### config.mk
export PLATFORM = sky130hd
export DESIGN_NAME = cao_exec
export DESIGN_NICKNAME = d
export VERILOG_FILES = /design/src/pkg/cao_pkg.sv /design/src/hdl/cao_exec.sv /design/src/hdl/cao_sub8.sv
export SDC_FILE = /design/constraint.sdc
export NUM_CORES = 1
export LEC_CHECK = 0
export BUFFER_PORTS_ARGS = -buffer_cell sky130_fd_sc_hd__buf_4
export CELL_PAD_IN_SITES_DETAIL_PLACEMENT = 1
export CELL_PAD_IN_SITES_GLOBAL_PLACEMENT = 2
export CORE_AREA = 2 2 203 165
export CTS_CLUSTER_DIAMETER = 40
export DETAILED_ROUTE_END_ITERATION = 8
export DIE_AREA = 0 0 205 167
export PLACE_DENSITY = 0.81
export REMOVE_ABC_BUFFERS = 1
export SLEW_MARGIN = 0
export SYNTH_ARGS = -nofsm -noshare
export SYNTH_HDL_FRONTEND = slang
export SYNTH_SLANG_ARGS = --single-unit
### constraint.sdc
create_clock -name mclk -period 4.7 [get_ports mclk]
set_input_delay 0 -clock mclk [delete_from_list [all_inputs] [get_ports mclk]]
set_output_delay 0 -clock mclk [all_outputs]
set_load 0.01 [all_outputs]
### src/pkg/cao_pkg.sv
// Shared constants and types for the compare and accumulator execution unit
package cao_pkg;

    // ------------------------------------------------------------
    // Operation and load selection
    // ------------------------------------------------------------
    typedef enum logic [3:0] {
        CAO_FLIP_CARRY,
        CAO_CMP_REG,
        CAO_CMP_IMM,
        CAO_CMP_PTR,
        CAO_CMP_IDX,
        CAO_SRCH_UP,
        CAO_SRCH_DN,
        CAO_SRCH_UP_RPT,
        CAO_SRCH_DN_RPT,
        CAO_INVERT_ACC,
        CAO_DEC_ADJUST,
        CAO_IDX_DEC
    } cao_op_type;

    typedef enum logic [2:0] {
        CAO_LD_ACC,
        CAO_LD_FLAGS,
        CAO_LD_PTR,
        CAO_LD_CNT,
        CAO_LD_IDX,
        CAO_LD_PC
    } cao_ld_type;

    // ------------------------------------------------------------
    // Flag bit positions
    // ------------------------------------------------------------
    localparam int FLAG_S = 7;
    localparam int FLAG_Z = 6;
    localparam int FLAG_H = 4;
    localparam int FLAG_PV = 2;
    localparam int FLAG_N = 1;
    localparam int FLAG_C = 0;
    localparam logic [7:0] FLAGS_RESET = 8'h00;

    // ------------------------------------------------------------
    // Register field codes of a compare
    // ------------------------------------------------------------
    localparam logic [2:0] SEL_B = 3'h0;
    localparam logic [2:0] SEL_C = 3'h1;
    localparam logic [2:0] SEL_D = 3'h2;
    localparam logic [2:0] SEL_E = 3'h3;
    localparam logic [2:0] SEL_H = 3'h4;
    localparam logic [2:0] SEL_L = 3'h5;
    localparam logic [2:0] SEL_A = 3'h7;

    // ------------------------------------------------------------
    // Timing: one T state per clock enable, indices count from zero
    // ------------------------------------------------------------
    localparam int CLK_PERIOD_NS = 40;
    localparam int T_STATE_NS = 40;
    localparam int T_STATE_CYCLES = (T_STATE_NS + CLK_PERIOD_NS - 1) / CLK_PERIOD_NS;
    localparam logic [4:0] T_ZERO = 5'h00;
    localparam logic [4:0] T_ONE = 5'h01;
    localparam logic [4:0] T_LAST_SHORT = 5'h03;
    localparam logic [4:0] T_LAST_MEM = 5'h06;
    localparam logic [4:0] T_LAST_IDXDEC = 5'h09;
    localparam logic [4:0] T_LAST_SRCH = 5'h0F;
    localparam logic [4:0] T_LAST_CMPIDX = 5'h12;
    localparam logic [4:0] T_LAST_RPT = 5'h14;
    localparam logic [4:0] T_RD_M2 = 5'h04;
    localparam logic [4:0] T_SMP_M2 = 5'h06;
    localparam logic [4:0] T_RD_M3 = 5'h08;
    localparam logic [4:0] T_SMP_M3 = 5'h0A;
    localparam logic [4:0] T_RD_M5 = 5'h10;
    localparam logic [4:0] T_SMP_M5 = 5'h12;
    localparam logic [4:0] T_RFSH_A = 5'h10;
    localparam logic [4:0] T_RFSH_B = 5'h12;

    // ------------------------------------------------------------
    // Arithmetic constants
    // ------------------------------------------------------------
    localparam logic [15:0] WORD_ONE = 16'h0001;
    localparam logic [15:0] PC_REWIND = 16'h0002;
    localparam logic [3:0] BCD_LO_MAX = 4'h9;
    localparam logic [3:0] LO_SUB_LIMIT = 4'h6;
    localparam logic [7:0] BCD_MAX = 8'h99;
    localparam logic [7:0] CORR_LO = 8'h06;
    localparam logic [7:0] CORR_HI = 8'h60;

endpackage : cao_pkg

### src/hdl/cao_exec.sv
// Execution unit for compare, block search and accumulator adjust operations
//
// Summary of operation
// - Flip carry; old carry to half, clear subtract
// - Flip carry and invert take four T
// - Field codes 000-101 pick B-L, 111 accumulator
// - Compare subtracts operand, keeps only flags
// - Compare flags from difference, borrow and overflow
// - Indexed compare 19 T; register 4; others 7
// - Downward search compares, then pointer and counter decrement
// - Upward search compares, pointer up, counter down
// - Search flags: match zero, counter nonzero, carry kept
// - Searches leave accumulator and memory untouched
// - Single or final search step takes 16 T
// - Repeat stops on zero count or match
// - Zero start count wraps through 64K bytes
// - Interrupts accepted between iterations; two refreshes each
// - Continuing repeat iteration takes 21 T
// - Invert accumulator, set half and subtract
// - Decimal adjust corrects accumulator to packed BCD
// - Adjust sets sign, zero, parity; subtract kept
// - Index decrement subtracts one from index one
// - Index decrement takes 10 T, flags kept
`timescale 1ns/1ns
module cao_exec
    import cao_pkg::*;
#(
    parameter int TDIV = cao_pkg::T_STATE_CYCLES
)
(
    input wire logic mclk,
    input wire logic sys_rst,
    input wire logic start,
    input wire cao_pkg::cao_op_type op,
    input wire logic [2:0] reg_sel,
    input wire logic [7:0] reg_d,
    input wire logic [7:0] reg_e,
    input wire logic ld_en,
    input wire cao_pkg::cao_ld_type ld_sel,
    input wire logic [15:0] ld_data,
    input wire logic int_pending,
    input wire logic [7:0] mem_rdata,
    output logic busy,
    output logic done,
    output logic mem_rd,
    output logic [15:0] mem_addr,
    output logic refresh,
    output logic int_ack,
    output logic [7:0] acc,
    output logic [7:0] flags,
    output logic [15:0] pointer_pair,
    output logic [15:0] byte_counter_pair,
    output logic [15:0] index_register_one,
    output logic [15:0] pc
);
    typedef enum logic {ST_IDLE, ST_RUN} cao_state_type;

    cao_state_type st_q, st_d;
    cao_op_type op_q, op_d;
    logic [2:0] sel_q, sel_d;
    logic [4:0] t_q, t_d;
    logic [7:0] acc_q, acc_d, flags_q, flags_d, disp_q, disp_d;
    logic [15:0] ptr_q, ptr_d, cnt_q, cnt_d, idx_q, idx_d, pc_q, pc_d, addr_q, addr_d;
    logic rd_q, rd_d, rfsh_q, rfsh_d, done_q, done_d, iack_q, iack_d;
    logic [7:0] div_q, div_d;
    logic t_en;
    logic [7:0] cmp_b, cmp_diff;
    logic cmp_half, cmp_ovf, cmp_borrow;
    logic [9:0] adj;
    logic rpt_go;

    // ------------------------------------------------------------
    // Helper functions
    // ------------------------------------------------------------
    // Register field decode
    function automatic logic [7:0] reg_pick(input logic [2:0] sel, input logic [15:0] cnt,
        input logic [7:0] d, input logic [7:0] e, input logic [15:0] ptr, input logic [7:0] a);
        logic [7:0] v;
        unique case (sel)
            SEL_B: v = cnt[15:8];
            SEL_C: v = cnt[7:0];
            SEL_D: v = d;
            SEL_E: v = e;
            SEL_H: v = ptr[15:8];
            SEL_L: v = ptr[7:0];
            SEL_A: v = a;
            default: v = 8'h00;
        endcase
        return v;
    endfunction : reg_pick

    function automatic logic is_search(input cao_op_type o);
        return o inside {CAO_SRCH_UP, CAO_SRCH_DN, CAO_SRCH_UP_RPT, CAO_SRCH_DN_RPT};
    endfunction : is_search

    function automatic logic is_repeat(input cao_op_type o);
        return o inside {CAO_SRCH_UP_RPT, CAO_SRCH_DN_RPT};
    endfunction : is_repeat

    // Last T state of a step that does not continue
    function automatic logic [4:0] t_last(input cao_op_type o);
        logic [4:0] v;
        unique case (o)
            CAO_CMP_IMM, CAO_CMP_PTR: v = T_LAST_MEM;
            CAO_CMP_IDX: v = T_LAST_CMPIDX;
            CAO_IDX_DEC: v = T_LAST_IDXDEC;
            CAO_SRCH_UP, CAO_SRCH_DN, CAO_SRCH_UP_RPT, CAO_SRCH_DN_RPT: v = T_LAST_SRCH;
            default: v = T_LAST_SHORT;
        endcase
        return v;
    endfunction : t_last

    // BCD correction, returns {half, carry, value}
    function automatic logic [9:0] dec_adjust(input logic [7:0] a, input logic [7:0] f);
        logic [7:0] corr;
        logic [7:0] res;
        logic c_out;
        logic h_out;
        corr = 8'h00;
        if (f[FLAG_H] || (a[3:0] > BCD_LO_MAX))
            corr = CORR_LO;
        c_out = f[FLAG_C] || (a > BCD_MAX);
        if (c_out)
            corr = corr | CORR_HI;
        if (f[FLAG_N])
        begin
            h_out = f[FLAG_H] && (a[3:0] < LO_SUB_LIMIT);
            res = a - corr;
        end
        else
        begin
            h_out = (a[3:0] > BCD_LO_MAX);
            res = a + corr;
        end
        return {h_out, c_out, res};
    endfunction : dec_adjust

    // ------------------------------------------------------------
    // T-state divider
    // ------------------------------------------------------------
    // Restarted by a start so every op begins on a whole T state
    always_comb
    begin
        t_en = (div_q == 8'(TDIV - 1));
        if ((st_q == ST_IDLE && start) || t_en)
            div_d = 8'h00;
        else
            div_d = div_q + 8'h01;
    end

    always_ff @(posedge mclk)
    begin
        if (sys_rst)
            div_q <= 8'h00;
        else
            div_q <= div_d;
    end

    // ------------------------------------------------------------
    // Shared subtractor
    // ------------------------------------------------------------
    // One subtractor; its difference is never stored
    assign cmp_b = (op_q == CAO_CMP_REG) ? reg_pick(sel_q, cnt_q, reg_d, reg_e, ptr_q, acc_q)
                                         : mem_rdata;

    cao_sub8 u_sub
    (
        .minuend(acc_q),
        .subtrahend(cmp_b),
        .diff(cmp_diff),
        .half_borrow(cmp_half),
        .overflow(cmp_ovf),
        .borrow(cmp_borrow)
    );

    assign adj = dec_adjust(acc_q, flags_q);
    // Continue only while count nonzero and no match
    assign rpt_go = is_repeat(op_q) && flags_q[FLAG_PV] && !flags_q[FLAG_Z];

    // ------------------------------------------------------------
    // Sequencer and datapath
    // ------------------------------------------------------------
    always_comb
    begin
        st_d = st_q;
        op_d = op_q;
        sel_d = sel_q;
        t_d = t_q;
        acc_d = acc_q;
        flags_d = flags_q;
        ptr_d = ptr_q;
        cnt_d = cnt_q;
        idx_d = idx_q;
        pc_d = pc_q;
        disp_d = disp_q;
        addr_d = addr_q;
        rd_d = 1'b0;
        rfsh_d = 1'b0;
        done_d = 1'b0;
        iack_d = 1'b0;
        unique case (st_q)
            ST_IDLE:
            begin
                // Loads only while idle, so a step never sees a torn value
                if (ld_en)
                begin
                    unique case (ld_sel)
                        CAO_LD_ACC: acc_d = ld_data[7:0];
                        CAO_LD_FLAGS: flags_d = ld_data[7:0];
                        CAO_LD_PTR: ptr_d = ld_data;
                        CAO_LD_CNT: cnt_d = ld_data;
                        CAO_LD_IDX: idx_d = ld_data;
                        CAO_LD_PC: pc_d = ld_data;
                        default: acc_d = acc_q;
                    endcase
                end
                if (start)
                begin
                    st_d = ST_RUN;
                    op_d = op;
                    sel_d = reg_sel;
                    t_d = T_ZERO;
                end
            end
            ST_RUN:
            begin
                if (t_en)
                begin
                    t_d = t_q + T_ONE;
                    if ((op_q == CAO_CMP_REG && t_q == T_LAST_SHORT)
                        || (op_q inside {CAO_CMP_IMM, CAO_CMP_PTR} && t_q == T_SMP_M2)
                        || (op_q == CAO_CMP_IDX && t_q == T_SMP_M5))
                    begin
                        flags_d[FLAG_S] = cmp_diff[7];
                        flags_d[FLAG_Z] = (cmp_diff == 8'h00);
                        flags_d[FLAG_H] = cmp_half;
                        flags_d[FLAG_PV] = cmp_ovf;
                        flags_d[FLAG_N] = 1'b1;
                        flags_d[FLAG_C] = cmp_borrow;
                        if (op_q == CAO_CMP_IMM)
                            pc_d = pc_q + WORD_ONE;
                    end
                    // Displacement byte of an indexed compare
                    if (op_q == CAO_CMP_IDX && t_q == T_SMP_M3)
                    begin
                        disp_d = mem_rdata;
                        pc_d = pc_q + WORD_ONE;
                    end
                    if (is_search(op_q) && t_q == T_SMP_M3)
                    begin
                        flags_d[FLAG_S] = cmp_diff[7];
                        flags_d[FLAG_Z] = (cmp_diff == 8'h00);
                        flags_d[FLAG_H] = cmp_half;
                        flags_d[FLAG_PV] = (cnt_q != WORD_ONE);
                        flags_d[FLAG_N] = 1'b1;
                        cnt_d = cnt_q - WORD_ONE;
                        if (op_q inside {CAO_SRCH_UP, CAO_SRCH_UP_RPT})
                            ptr_d = ptr_q + WORD_ONE;
                        else
                            ptr_d = ptr_q - WORD_ONE;
                    end
                    // Step ends at its last T
                    if (t_q == t_last(op_q) && !(is_search(op_q) && rpt_go))
                    begin
                        st_d = ST_IDLE;
                        done_d = 1'b1;
                        unique case (op_q)
                            CAO_FLIP_CARRY:
                            begin
                                flags_d[FLAG_H] = flags_q[FLAG_C];
                                flags_d[FLAG_C] = !flags_q[FLAG_C];
                                flags_d[FLAG_N] = 1'b0;
                            end
                            CAO_INVERT_ACC:
                            begin
                                acc_d = ~acc_q;
                                flags_d[FLAG_H] = 1'b1;
                                flags_d[FLAG_N] = 1'b1;
                            end
                            CAO_DEC_ADJUST:
                            begin
                                acc_d = adj[7:0];
                                flags_d[FLAG_S] = adj[7];
                                flags_d[FLAG_Z] = (adj[7:0] == 8'h00);
                                flags_d[FLAG_PV] = ~^adj[7:0];
                                flags_d[FLAG_H] = adj[9];
                                flags_d[FLAG_C] = adj[8];
                            end
                            CAO_IDX_DEC: idx_d = idx_q - WORD_ONE;
                            default: acc_d = acc_q;
                        endcase
                    end
                    // Rewind, then restart or take interrupt
                    if (t_q == T_LAST_RPT)
                    begin
                        pc_d = pc_q - PC_REWIND;
                        t_d = T_ZERO;
                        if (int_pending)
                        begin
                            st_d = ST_IDLE;
                            done_d = 1'b1;
                            iack_d = 1'b1;
                        end
                    end
                    // Memory reads and refresh, issued at the start of their cycle
                    if (st_d == ST_RUN)
                    begin
                        if ((op_q inside {CAO_CMP_IMM, CAO_CMP_PTR} && t_d == T_RD_M2)
                            || ((is_search(op_q) || op_q == CAO_CMP_IDX) && t_d == T_RD_M3)
                            || (op_q == CAO_CMP_IDX && t_d == T_RD_M5))
                            rd_d = 1'b1;
                        if (op_q == CAO_CMP_IMM || (op_q == CAO_CMP_IDX && t_d == T_RD_M3))
                            addr_d = pc_d;
                        else if (op_q == CAO_CMP_IDX)
                            addr_d = idx_q + {{8{disp_d[7]}}, disp_d};
                        else
                            addr_d = ptr_d;
                        // Two refresh cycles after each search comparison that continues the repeat
                        rfsh_d = is_search(op_q) && (t_d == T_RFSH_A || t_d == T_RFSH_B);
                    end
                end
            end
        endcase
    end

    always_ff @(posedge mclk)
    begin
        if (sys_rst)
        begin
            st_q <= ST_IDLE;
            op_q <= CAO_FLIP_CARRY;
            sel_q <= SEL_B;
            t_q <= T_ZERO;
            acc_q <= 8'h00;
            flags_q <= FLAGS_RESET;
            ptr_q <= 16'h0000;
            cnt_q <= 16'h0000;
            idx_q <= 16'h0000;
            pc_q <= 16'h0000;
            disp_q <= 8'h00;
            addr_q <= 16'h0000;
            rd_q <= 1'b0;
            rfsh_q <= 1'b0;
            done_q <= 1'b0;
            iack_q <= 1'b0;
        end
        else
        begin
            st_q <= st_d;
            op_q <= op_d;
            sel_q <= sel_d;
            t_q <= t_d;
            acc_q <= acc_d;
            flags_q <= flags_d;
            ptr_q <= ptr_d;
            cnt_q <= cnt_d;
            idx_q <= idx_d;
            pc_q <= pc_d;
            disp_q <= disp_d;
            addr_q <= addr_d;
            rd_q <= rd_d;
            rfsh_q <= rfsh_d;
            done_q <= done_d;
            iack_q <= iack_d;
        end
    end

    // Outputs, all from flip-flops except busy
    assign busy = (st_q == ST_RUN);
    assign done = done_q;
    assign mem_rd = rd_q;
    assign mem_addr = addr_q;
    assign refresh = rfsh_q;
    assign int_ack = iack_q;
    assign acc = acc_q;
    assign flags = flags_q;
    assign pointer_pair = ptr_q;
    assign byte_counter_pair = cnt_q;
    assign index_register_one = idx_q;
    assign pc = pc_q;

    // ------------------------------------------------------------
    // Assertions
    // ------------------------------------------------------------
    // Clocks since the step began; only the assertions read it
    logic [7:0] cyc_q;
    always_ff @(posedge mclk)
    begin
        if (sys_rst || st_q == ST_IDLE || (t_en && t_q == T_LAST_RPT))
            cyc_q <= 8'h00;
        else
            cyc_q <= cyc_q + 8'h01;
    end
endmodule : cao_exec

### src/hdl/cao_sub8.sv
// Eight-bit subtractor shared by compare and block search
`timescale 1ns/1ns
module cao_sub8
(
    input wire logic [7:0] minuend,
    input wire logic [7:0] subtrahend,
    output logic [7:0] diff,
    output logic half_borrow,
    output logic overflow,
    output logic borrow
);
    logic [8:0] wide;

    // Difference, borrow out of bits 3 and 7, and signed overflow
    always_comb
    begin
        wide = {1'b0, minuend} - {1'b0, subtrahend};
        diff = wide[7:0];
        borrow = wide[8];
        half_borrow = (minuend[3:0] < subtrahend[3:0]);
        overflow = (minuend[7] ^ subtrahend[7]) & (minuend[7] ^ wide[7]);
    end

endmodule : cao_sub8

### Word-level counts from Yosys, hierarchy flattened

Memories as Yosys holds them, arrays and structs flattened. A register that Yosys moved wholly into a read port is not among the register bits.
Cells that the tools add are included.

| storage, ports and cells | value |
|---|---|
| word-level logic and storage cells | 231 |
| memory bits (read-only) | 80 |
| flip-flop bits (word level) | 129 |
| memories kept | 1 |
| bits of input ports | 55 |

Memories:

| memory | words | width | rd ports | clocked after Yosys merged registers in | wr ports | RTL line | source |
|---|---|---|---|---|---|---|---|
| (no name shown) | 16 | 5 | 1 | 1 | 0 | cao_exec.sv:103 | `unique case (o)` |

| operators by class | value |
|---|---|
| add/subtract/negate cells | 12 |
| equality and inequality tests | 46 |
| multiplexer cells | 87 |
| reductions and logical operators | 55 |
| order comparisons | 4 |
| bitwise gates (word level) | 8 |

Operators by type and width:

| cell | number |
|---|---|
| $mux W16 | 23 |
| $pmux W16 S2 | 4 |
| $mux W8 | 11 |
| $pmux W8 S7 | 1 |
| $sub A16 B1 Y16 const B | 3 |
| $mux W5 | 7 |
| $add A16 B1 Y16 const B | 2 |
| $pmux W8 S2 | 2 |
| $logic_not A8 Y1 | 3 |
| $eq A5 B5 Y1 const B | 4 |
| $ne A2 B1 Y1 const B | 10 |
| $mux W1 | 18 |
| $add A16 B16 Y16 | 1 |
| $eq A4 B3 Y1 const B | 4 |
| $eq A4 B4 Y1 const B | 4 |
| $logic_and A1 B1 Y1 | 16 |
| $ne A16 B1 Y1 const B | 1 |
| $sub A16 B2 Y16 const B | 1 |
| $eq A3 B3 Y1 const B | 5 |
| $reduce_and A3 Y1 | 5 |
| $eq A3 B2 Y1 const B | 4 |
| $mux W2 | 6 |
| $mux W3 | 4 |
| $eq A5 B3 Y1 const B | 2 |
| other kinds (41) | 71 |

### Longest topological paths before layout

Gate-level depths: netlist of run 1.

| depth | value |
|---|---|
| word-level depth | 14 |
| mapped depth | 18 |
| gate-level depth less buffers | 17 |

### Cells and area by module

Synthesis of run 1 repeated with hierarchy kept, for this count alone.

| second synthesis, totals | value |
|---|---|
| cell total of the unflattened synthesis | 1456 |
| area, all modules | 10846.7 µm² |

By module, submodules not included:

| module | times used | area an instance (µm²) | sequential area each (µm²) | cells an instance |
|---|---|---|---|---|
| cao_exec | 1 | 10432.5 | 2682.6 | 1400 |
| cao_sub8 | 1 | 414.1 | 0.0 | 56 |

### Worst setup path before layout of run 1

Ideal clock, no wire load.

| path | value |
|---|---|
| kind | register to register |
| from | register t_q[0] |
| to | register addr_q[14] (netlist: mem_addr[14]) |
| required time | 4.584 ns |
| path buffers | 2 |
| setup slack | 0.820 ns |
| arrival time | 3.764 ns |
| library setup time | 0.116 ns |
| cell stages (with the launch flop) | 19 |
| cells stage by stage | dfxtp_1 > clkbuf_1 > inv_1 > ha_1 > and4bb_2 > nand2_2 > buf_4 > mux2_2 > ha_1 > inv_1 > fa_1 > nor2b_1 > o31ai_1 > a211o_1 > a21boi_0 > o41ai_1 > o21ai_0 > xor2_1 > o211a_1 |

| on the way | value |
|---|---|
| cells in the longest elaborated chain, start to end | 8 |

RTL lines:

| element | RTL line | source |
|---|---|---|
| start: declaration | cao_exec.sv:61 | `logic [4:0] t_q, t_d;` |
| start signal: assignment | cao_exec.sv:352 | `t_q <= t_d;` |
| $eq A5 B4 Y1, or another cell as far along | cao_exec.sv:244, cao_exec.sv:249 |  |
| $logic_and A1 B1 Y1, or another cell as far along | cao_exec.sv:244 | `if (op_q == CAO_CMP_IDX && t_q == T_SMP_M3)` |
| $mux W8, or another cell as far along | cao_exec.sv:244 |  |
| $mux W8, or another cell as far along | cao_exec.sv:227 | `if (t_en)` |
| $mux W8, or another cell as far along | cao_exec.sv:201 | `unique case (st_q)` |
| $add A16 B16 Y16, or another cell as far along | cao_exec.sv:315 | `addr_d = idx_q + {{8{disp_d[7]}}, disp_d};` |
| $mux W16, or another cell as far along | cao_exec.sv:314 | `else if (op_q == CAO_CMP_IDX)` |
| $mux W16 / $reduce_and A3 Y1 (equally long branches) | - |  |
| end signal: assignment | cao_exec.sv:360 | `addr_q <= addr_d;` |
| end: declaration | cao_exec.sv:63 | `logic [15:0] ptr_q, ptr_d, cnt_q, cnt_d, idx_q, idx_d, pc_q, pc_d, addr_q, addr_d;` |

Several ways; a longest one is shown, not always the timed one. The select of a mux whose other input is x is not followed.
A chain may end at the register's enable or synchronous reset.

### Worst setup path in the final report of run 1

Same ends and word-level chain as after synthesis.

==> results of run 1 <==
==> metal layers <==
metal  share of wire  wire, µm  vias up  global-route usage
met2            0.42     19300      408               0.395
li1                -         -     5488                   -
met1            0.49     22600     5802               0.402
met3           0.072      3290       45              0.0432
met4           0.016       712        0              0.0607
met5               0         0        -                   0
==> worst paths after layout <==
| check | startpoint | endpoint | slack (ps) | cells past startpoint |
|---|---|---|---|---|
| worst max-delay path | t_q[0] | mem_addr[14] | 520 | 17 |
| worst min-delay path | ld_data[0] | flags[0] | 50 | 3 |
| worst max register to register | t_q[0] | mem_addr[14] | 520 | 17 |
| worst min register to register | mem_addr[0] | mem_addr[0] | 460 | 2 |
==> worst max-delay path, cell delays in order (launching register included) <==
cell      delay (ps)
dfxtp_1          480
inv_1            130
ha_1             280
and4bb_2         290
nand2_2          280
mux2_2           400
ha_1             210
inv_1             70
fa_1             200
nor2b_1           70
o31ai_1          200
buf_4            170
a211o_1          120
a21boi_0         130
o41ai_1          430
o21ai_0          220
xor2_1           180
o211a_1          220
==> registers in the layout (all words and copies together), names as in the netlist, named ones only <==
| signal | flops |
|---|---|
| byte_counter_pair | 16 |
| index_register_one | 16 |
| mem_addr | 16 |
| pc | 16 |
| pointer_pair | 16 |
| acc | 8 |
| disp_q | 8 |
| div_q | 8 |
| flags | 8 |
| t_q | 5 |
| op_q | 4 |
| sel_q | 3 |
| busy | 1 |
| done | 1 |
| int_ack | 1 |
| mem_rd | 1 |
| refresh | 1 |
==> cells in the final DEF (no fill, tap or decap), drive strengths merged, types with 6 or more instances in the layout <==
cell | Yosys | layout
a31oi | 27 | 27
a22oi | 13 | 13
xor2 | 30 | 30
o21a | 8 | 8
nor2b | 20 | 20
or2 | 6 | 6
inv | 46 | 50
o211ai | 16 | 16
nand3 | 29 | 29
or3 | 8 | 8
dfxtp | 134 | 134
o41ai | 6 | 6
a221oi | 13 | 13
a211oi | 40 | 40
mux2 | 12 | 12
and2 | 14 | 14
nor4 | 15 | 15
xnor2 | 30 | 30
and3 | 17 | 17
ha | 62 | 62
o22ai | 11 | 11
o21ai | 94 | 94
nor2 | 171 | 171
dlygate4sd3 | 0 | 27
mux2i | 18 | 18
nand3b | 7 | 7
clkbuf | 62 | 20
nor3 | 59 | 59
a21o | 14 | 14
buf | 27 | 190
a21oi | 133 | 133
nand2 | 135 | 135
nand2b | 15 | 15
o31ai | 17 | 17
nand4 | 9 | 9
==> where the power goes <==
part	internal, mW	total [mW]	leakage (nW)	switching [mW]
clock network	0.861	1.48	0.294	0.617
registers	1.20	1.31	1.09	0.115
logic	0.413	1.01	3.79	0.600
total	2.47	3.80	5.18	1.33
==> logic make-up after synthesis <==
family / synth area share
muxes: 0.0385
AOI/OAI and AO/OA: 0.280
and+or+nand+nor: 0.244
DFF: 0.255
buffers and inverters: 0.0536
xor gates and xnor gates: 0.0499
adders and majority gates: 0.0794
==> synthesized netlist by cell type, types with 16 or more instances <==
cell type  count
a211oi_1      40
a21oi_1      132
a31oi_1       27
and3_1        17
clkbuf_1      62
dfxtp_1      134
ha_1          62
inv_1         45
mux2i_1       18
nand2_1      132
nand3_1       29
nor2_1       171
nor2b_1       19
nor3_1        59
o211ai_1      16
o21ai_0       91
o31ai_1       17
xnor2_1       30
xor2_1        30
==> stage by stage <==
step	util	setup slack (ps)	power, mW	instances	instance area, µm²
floorplan	-	240	1.89	1323	10100
global placement	0.376	680	2.29	1940	12100
detailed placement	0.376	571	2.31	1940	12100
CTS	0.404	560	3.82	1999	13000
global route	0.404	81.9	3.97	1999	13000
finish	0.404	516	3.80	1999	13000
==> area by class of cell <==
type | instances | area share
timing repair buffer | 217 | 0.131
tap | 427 | 0.0411
sequential | 134 | 0.207
clock inverter | 12 | 0.0130
inverter | 46 | 0.0133
clock buffer | 20 | 0.0344
multi-input combinational | 1143 | 0.561
==> flow_summary.toml, run 1 <==
[outcome]
outcome = "finished, final reports clean"

[clock_tree]
clock-sinks = 134
clock_latency_ps = 450
cts_root_buf = "clkbuf_16"
cts_buffer_depth = 2
cts_setup_buffers = 0
numCtsBuffers = 17
postCtsHoldBufs = 27
clkSlewWorstSetupHoldPaths_ps = 70
cts.htree.levels = 4
cts-resized-gates = 0
cts_tree = "yes"

[floorplanning]
core_area_um2 = 32200
dieWidth_um = 205
die_area_um2 = 34200
ios = 156
start_util = 0.327
row_count = 59
dieHeight_um = 167

[detailed_routing]
wl_per_cell_um = 23.0
drc = 0
routed_wl_um = 45900
dr_total_vias = 11700
ant_nets = 0
dr.first_iter.drc_count = 863
first_pass_iters = 5
via_per_inst = 5.87

[yosys]
yosys.cell_types.count = 89
synthTopCellsByArea = "dfxtp_1 (25%), ha_1 (7.4%), a21oi_1 (6.3%)"
yosys_register_bits = 134
yosysTopAreaCellShare = 0.255
syn-cell-area_um2 = 10500
netlist_instances = 1412
syn-mean-instance-area_um2 = 7.45
synth-edff-count = 0
synth-main-ff-cell = "dfxtp_1"
ys_warn_count = 0
async_flop_share = 0
ys_seq_area_frac = 0.255
synth.largest_area_cell = "dfxtp_1"

[timing]
finalHoldViolCount = 0
relSlewSlack = 0.231
rsz0062_at_grt = "false"
period_minus_slack_ps = 4180
setup_viol = 0
tightest_slew_ps = 1150
fin_crit_sh = 0.890
hold_ws_ps = 53.3
setup_tns_ps = 0
final_max_slew_viol_count = 0
fmax_mhz = 239
skew_ps = 14.8

[pwr]
peakVddDrop_v = 0.000227
p_per_area_nw_per_um2 = 293
total_leakage_power_nw = 5.18

[flow_run]
max-cap-violations = 0

[grt]
grt_max_degree = 78
antenna_found_initial = 1
grt-ovfl-total = 0
grt_pass1_vias = 11500
grtUsageTotal = 0.267
grt_pass1_wl_um = 70000

[place]
dpl.hpwl_um = 34300
io_buffer_count = 155
gp_congestion = 0.908

[finish]
nets = 1679
syn_to_final_growth_pct = 23.4
fillers = 3977
register_area_um2 = 2690
multi_input_area_um2 = 7290
diodes = 0
drive_above_1_share = 0.170

[worst_setup_path]
start_kind = "flip-flop"
crit_type = "reg2reg"
worst-path-max-fanout = 12
crit_required_ps = 5040
cp.arrival_ps = 4520
cp-end-kind = "flip-flop"

[hold_path]
hold_path_class = "in2reg"
Note: power is estimated with default switching activity, not from simulation.
==> run 2: changes to the inputs <==
--- a/config.mk
+++ b/config.mk
@@ -9,7 +9,7 @@
 export CELL_PAD_IN_SITES_DETAIL_PLACEMENT = 1
 export CELL_PAD_IN_SITES_GLOBAL_PLACEMENT = 2
 export CORE_AREA = 2 2 203 165
-export CTS_CLUSTER_DIAMETER = 40
+export CTS_CLUSTER_DIAMETER = 100
 export DETAILED_ROUTE_END_ITERATION = 8
 export DIE_AREA = 0 0 205 167
 export PLACE_DENSITY = 0.81
==> constraint.sdc (replaced) <==
create_clock -name mclk -period 4.7 [get_ports mclk]
set_input_delay 0.47 -clock mclk [delete_from_list [all_inputs] [get_ports mclk]]
set_output_delay 0.47 -clock mclk [all_outputs]
set_load 0.01 [all_outputs]
==> run 2 against run 1 <==
Sequential power about the same. Sequential share of layout area up 0.44 points. Clock skew about the same. Setup slack worse by 4.3 ps. First-iteration DRC count up 11%. Design area down 2.1%.
==> flow_summary.toml, run 2 (same netlist as run 1, synthesis figures left out) <==
[clock_tree]
cts-resized-gates = 0
numCtsBuffers = 17
cts_tree = "yes"
postCtsHoldBufs = 0
clock-sinks = 134
clock_latency_ps = 440
cts.htree.levels = 4
cts_buffer_depth = 2
cts_setup_buffers = 0
clkSlewWorstSetupHoldPaths_ps = 70
cts_root_buf = "clkbuf_16"

[timing]
hold_ws_ps = 281
final_max_slew_viol_count = 0
relSlewSlack = 0.199
setup_tns_ps = 0
setup_viol = 0
fmax_mhz = 239
fin_crit_sh = 0.891
finalHoldViolCount = 0
rsz0062_at_grt = "false"
period_minus_slack_ps = 4190
skew_ps = 14.5
tightest_slew_ps = 1190

[floorplanning]
die_area_um2 = 34200
core_area_um2 = 32200
dieWidth_um = 205
start_util = 0.327
ios = 156
row_count = 59
dieHeight_um = 167

[pwr]
total_leakage_power_nw = 5.05
peakVddDrop_v = 0.000226
p_per_area_nw_per_um2 = 298

[finish]
fillers = 3985
multi_input_area_um2 = 7290
nets = 1652
diodes = 0
fin_cells = 1972
layout_commonest_cell = "buf_4"
syn_to_final_growth_pct = 20.8
register_area_um2 = 2690
drive_above_1_share = 0.173
mostFrequentLayoutCells = "buf_4 (190), nor2_1 (171), dfxtp_1 (133)"

[worst_setup_path]
cp-end-kind = "flip-flop"
start_kind = "flip-flop"
crit_type = "reg2reg"
worst-path-max-fanout = 12
crit_required_ps = 5040
cp.arrival_ps = 4530

[grt]
grtUsageTotal = 0.266
antenna_found_initial = 1
grt_max_degree = 78
grt-ovfl-total = 0
grt_pass1_wl_um = 69500
grt_pass1_vias = 11300

[detailed_routing]
wl_per_cell_um = 23.2
ant_nets = 0
via_per_inst = 5.89
dr_total_vias = 11600
routed_wl_um = 45700
dr.first_iter.drc_count = 955
drc = 0
first_pass_iters = 5

[place]
gp_congestion = 0.908
dpl.hpwl_um = 34300
io_buffer_count = 155
dp_cells = 1940

[flow_run]
max-cap-violations = 0

[outcome]
outcome = "finished, final reports clean"

[hold_path]
hold_path_class = "in2reg"
-- run 2: where the power goes --
group          internal (mW)  switching (mW)
clock                  0.861           0.617
sequential              1.20           0.114
combinational          0.399           0.598
-- run 2: critical path, stage by stage (launching register included) --
cell and delay (ps):
dfxtp_1 490, inv_1 130, ha_1 280, and4bb_2 290, nand2_2 280, mux2_2 390
ha_1 210, inv_1 70, fa_1 200, nor2b_1 70, o31ai_1 200, buf_4 170
a211o_1 120, a21boi_0 130, o41ai_1 430, o21ai_0 220, xor2_1 180, o211a_1 220
-- run 2: through the flow --
stage | power (mW) | setup slack, ps | area, µm² | util
after floorplan | 1.89 | 240 | 10100 | -
after global placement | 2.29 | 680 | 12100 | 0.376
after detailed placement | 2.31 | 571 | 12100 | 0.376
after CTS | 3.80 | 560 | 12700 | 0.395
after global routing | 3.96 | 81.9 | 12700 | 0.395
final | 3.79 | 512 | 12700 | 0.395
-- run 2: path summary, 6_finish.rpt --
kind / startpoint / end / slack [ps] / depth (start not counted)
min: reg_sel[1] / sel_q[1] / 280 / 3
max: t_q[0] / mem_addr[14] / 510 / 17
max reg2reg: t_q[0] / mem_addr[14] / 510 / 17
min reg2reg: mem_addr[0] / mem_addr[0] / 460 / 2
-- run 2: final cells by class --
type	instances	area share
flip-flops and latches	134	0.211
well taps	427	0.0420
clock inverters	12	0.0133
repair buffers	190	0.112
clock buffers	20	0.0351
inverters	46	0.0136
multi-input cells	1143	0.573
-- run 2: layer usage --
layer | GRT usage | up-vias | part of all wire | wire length, µm
met3 | 0.0434 | 47 | 0.065 | 2990
li1 | - | 5429 | - | -
met4 | 0.0601 | 0 | 0.015 | 685
met1 | 0.400 | 5757 | 0.50 | 22900
met2 | 0.391 | 388 | 0.42 | 19200
met5 | 0 | - | 0 | 0
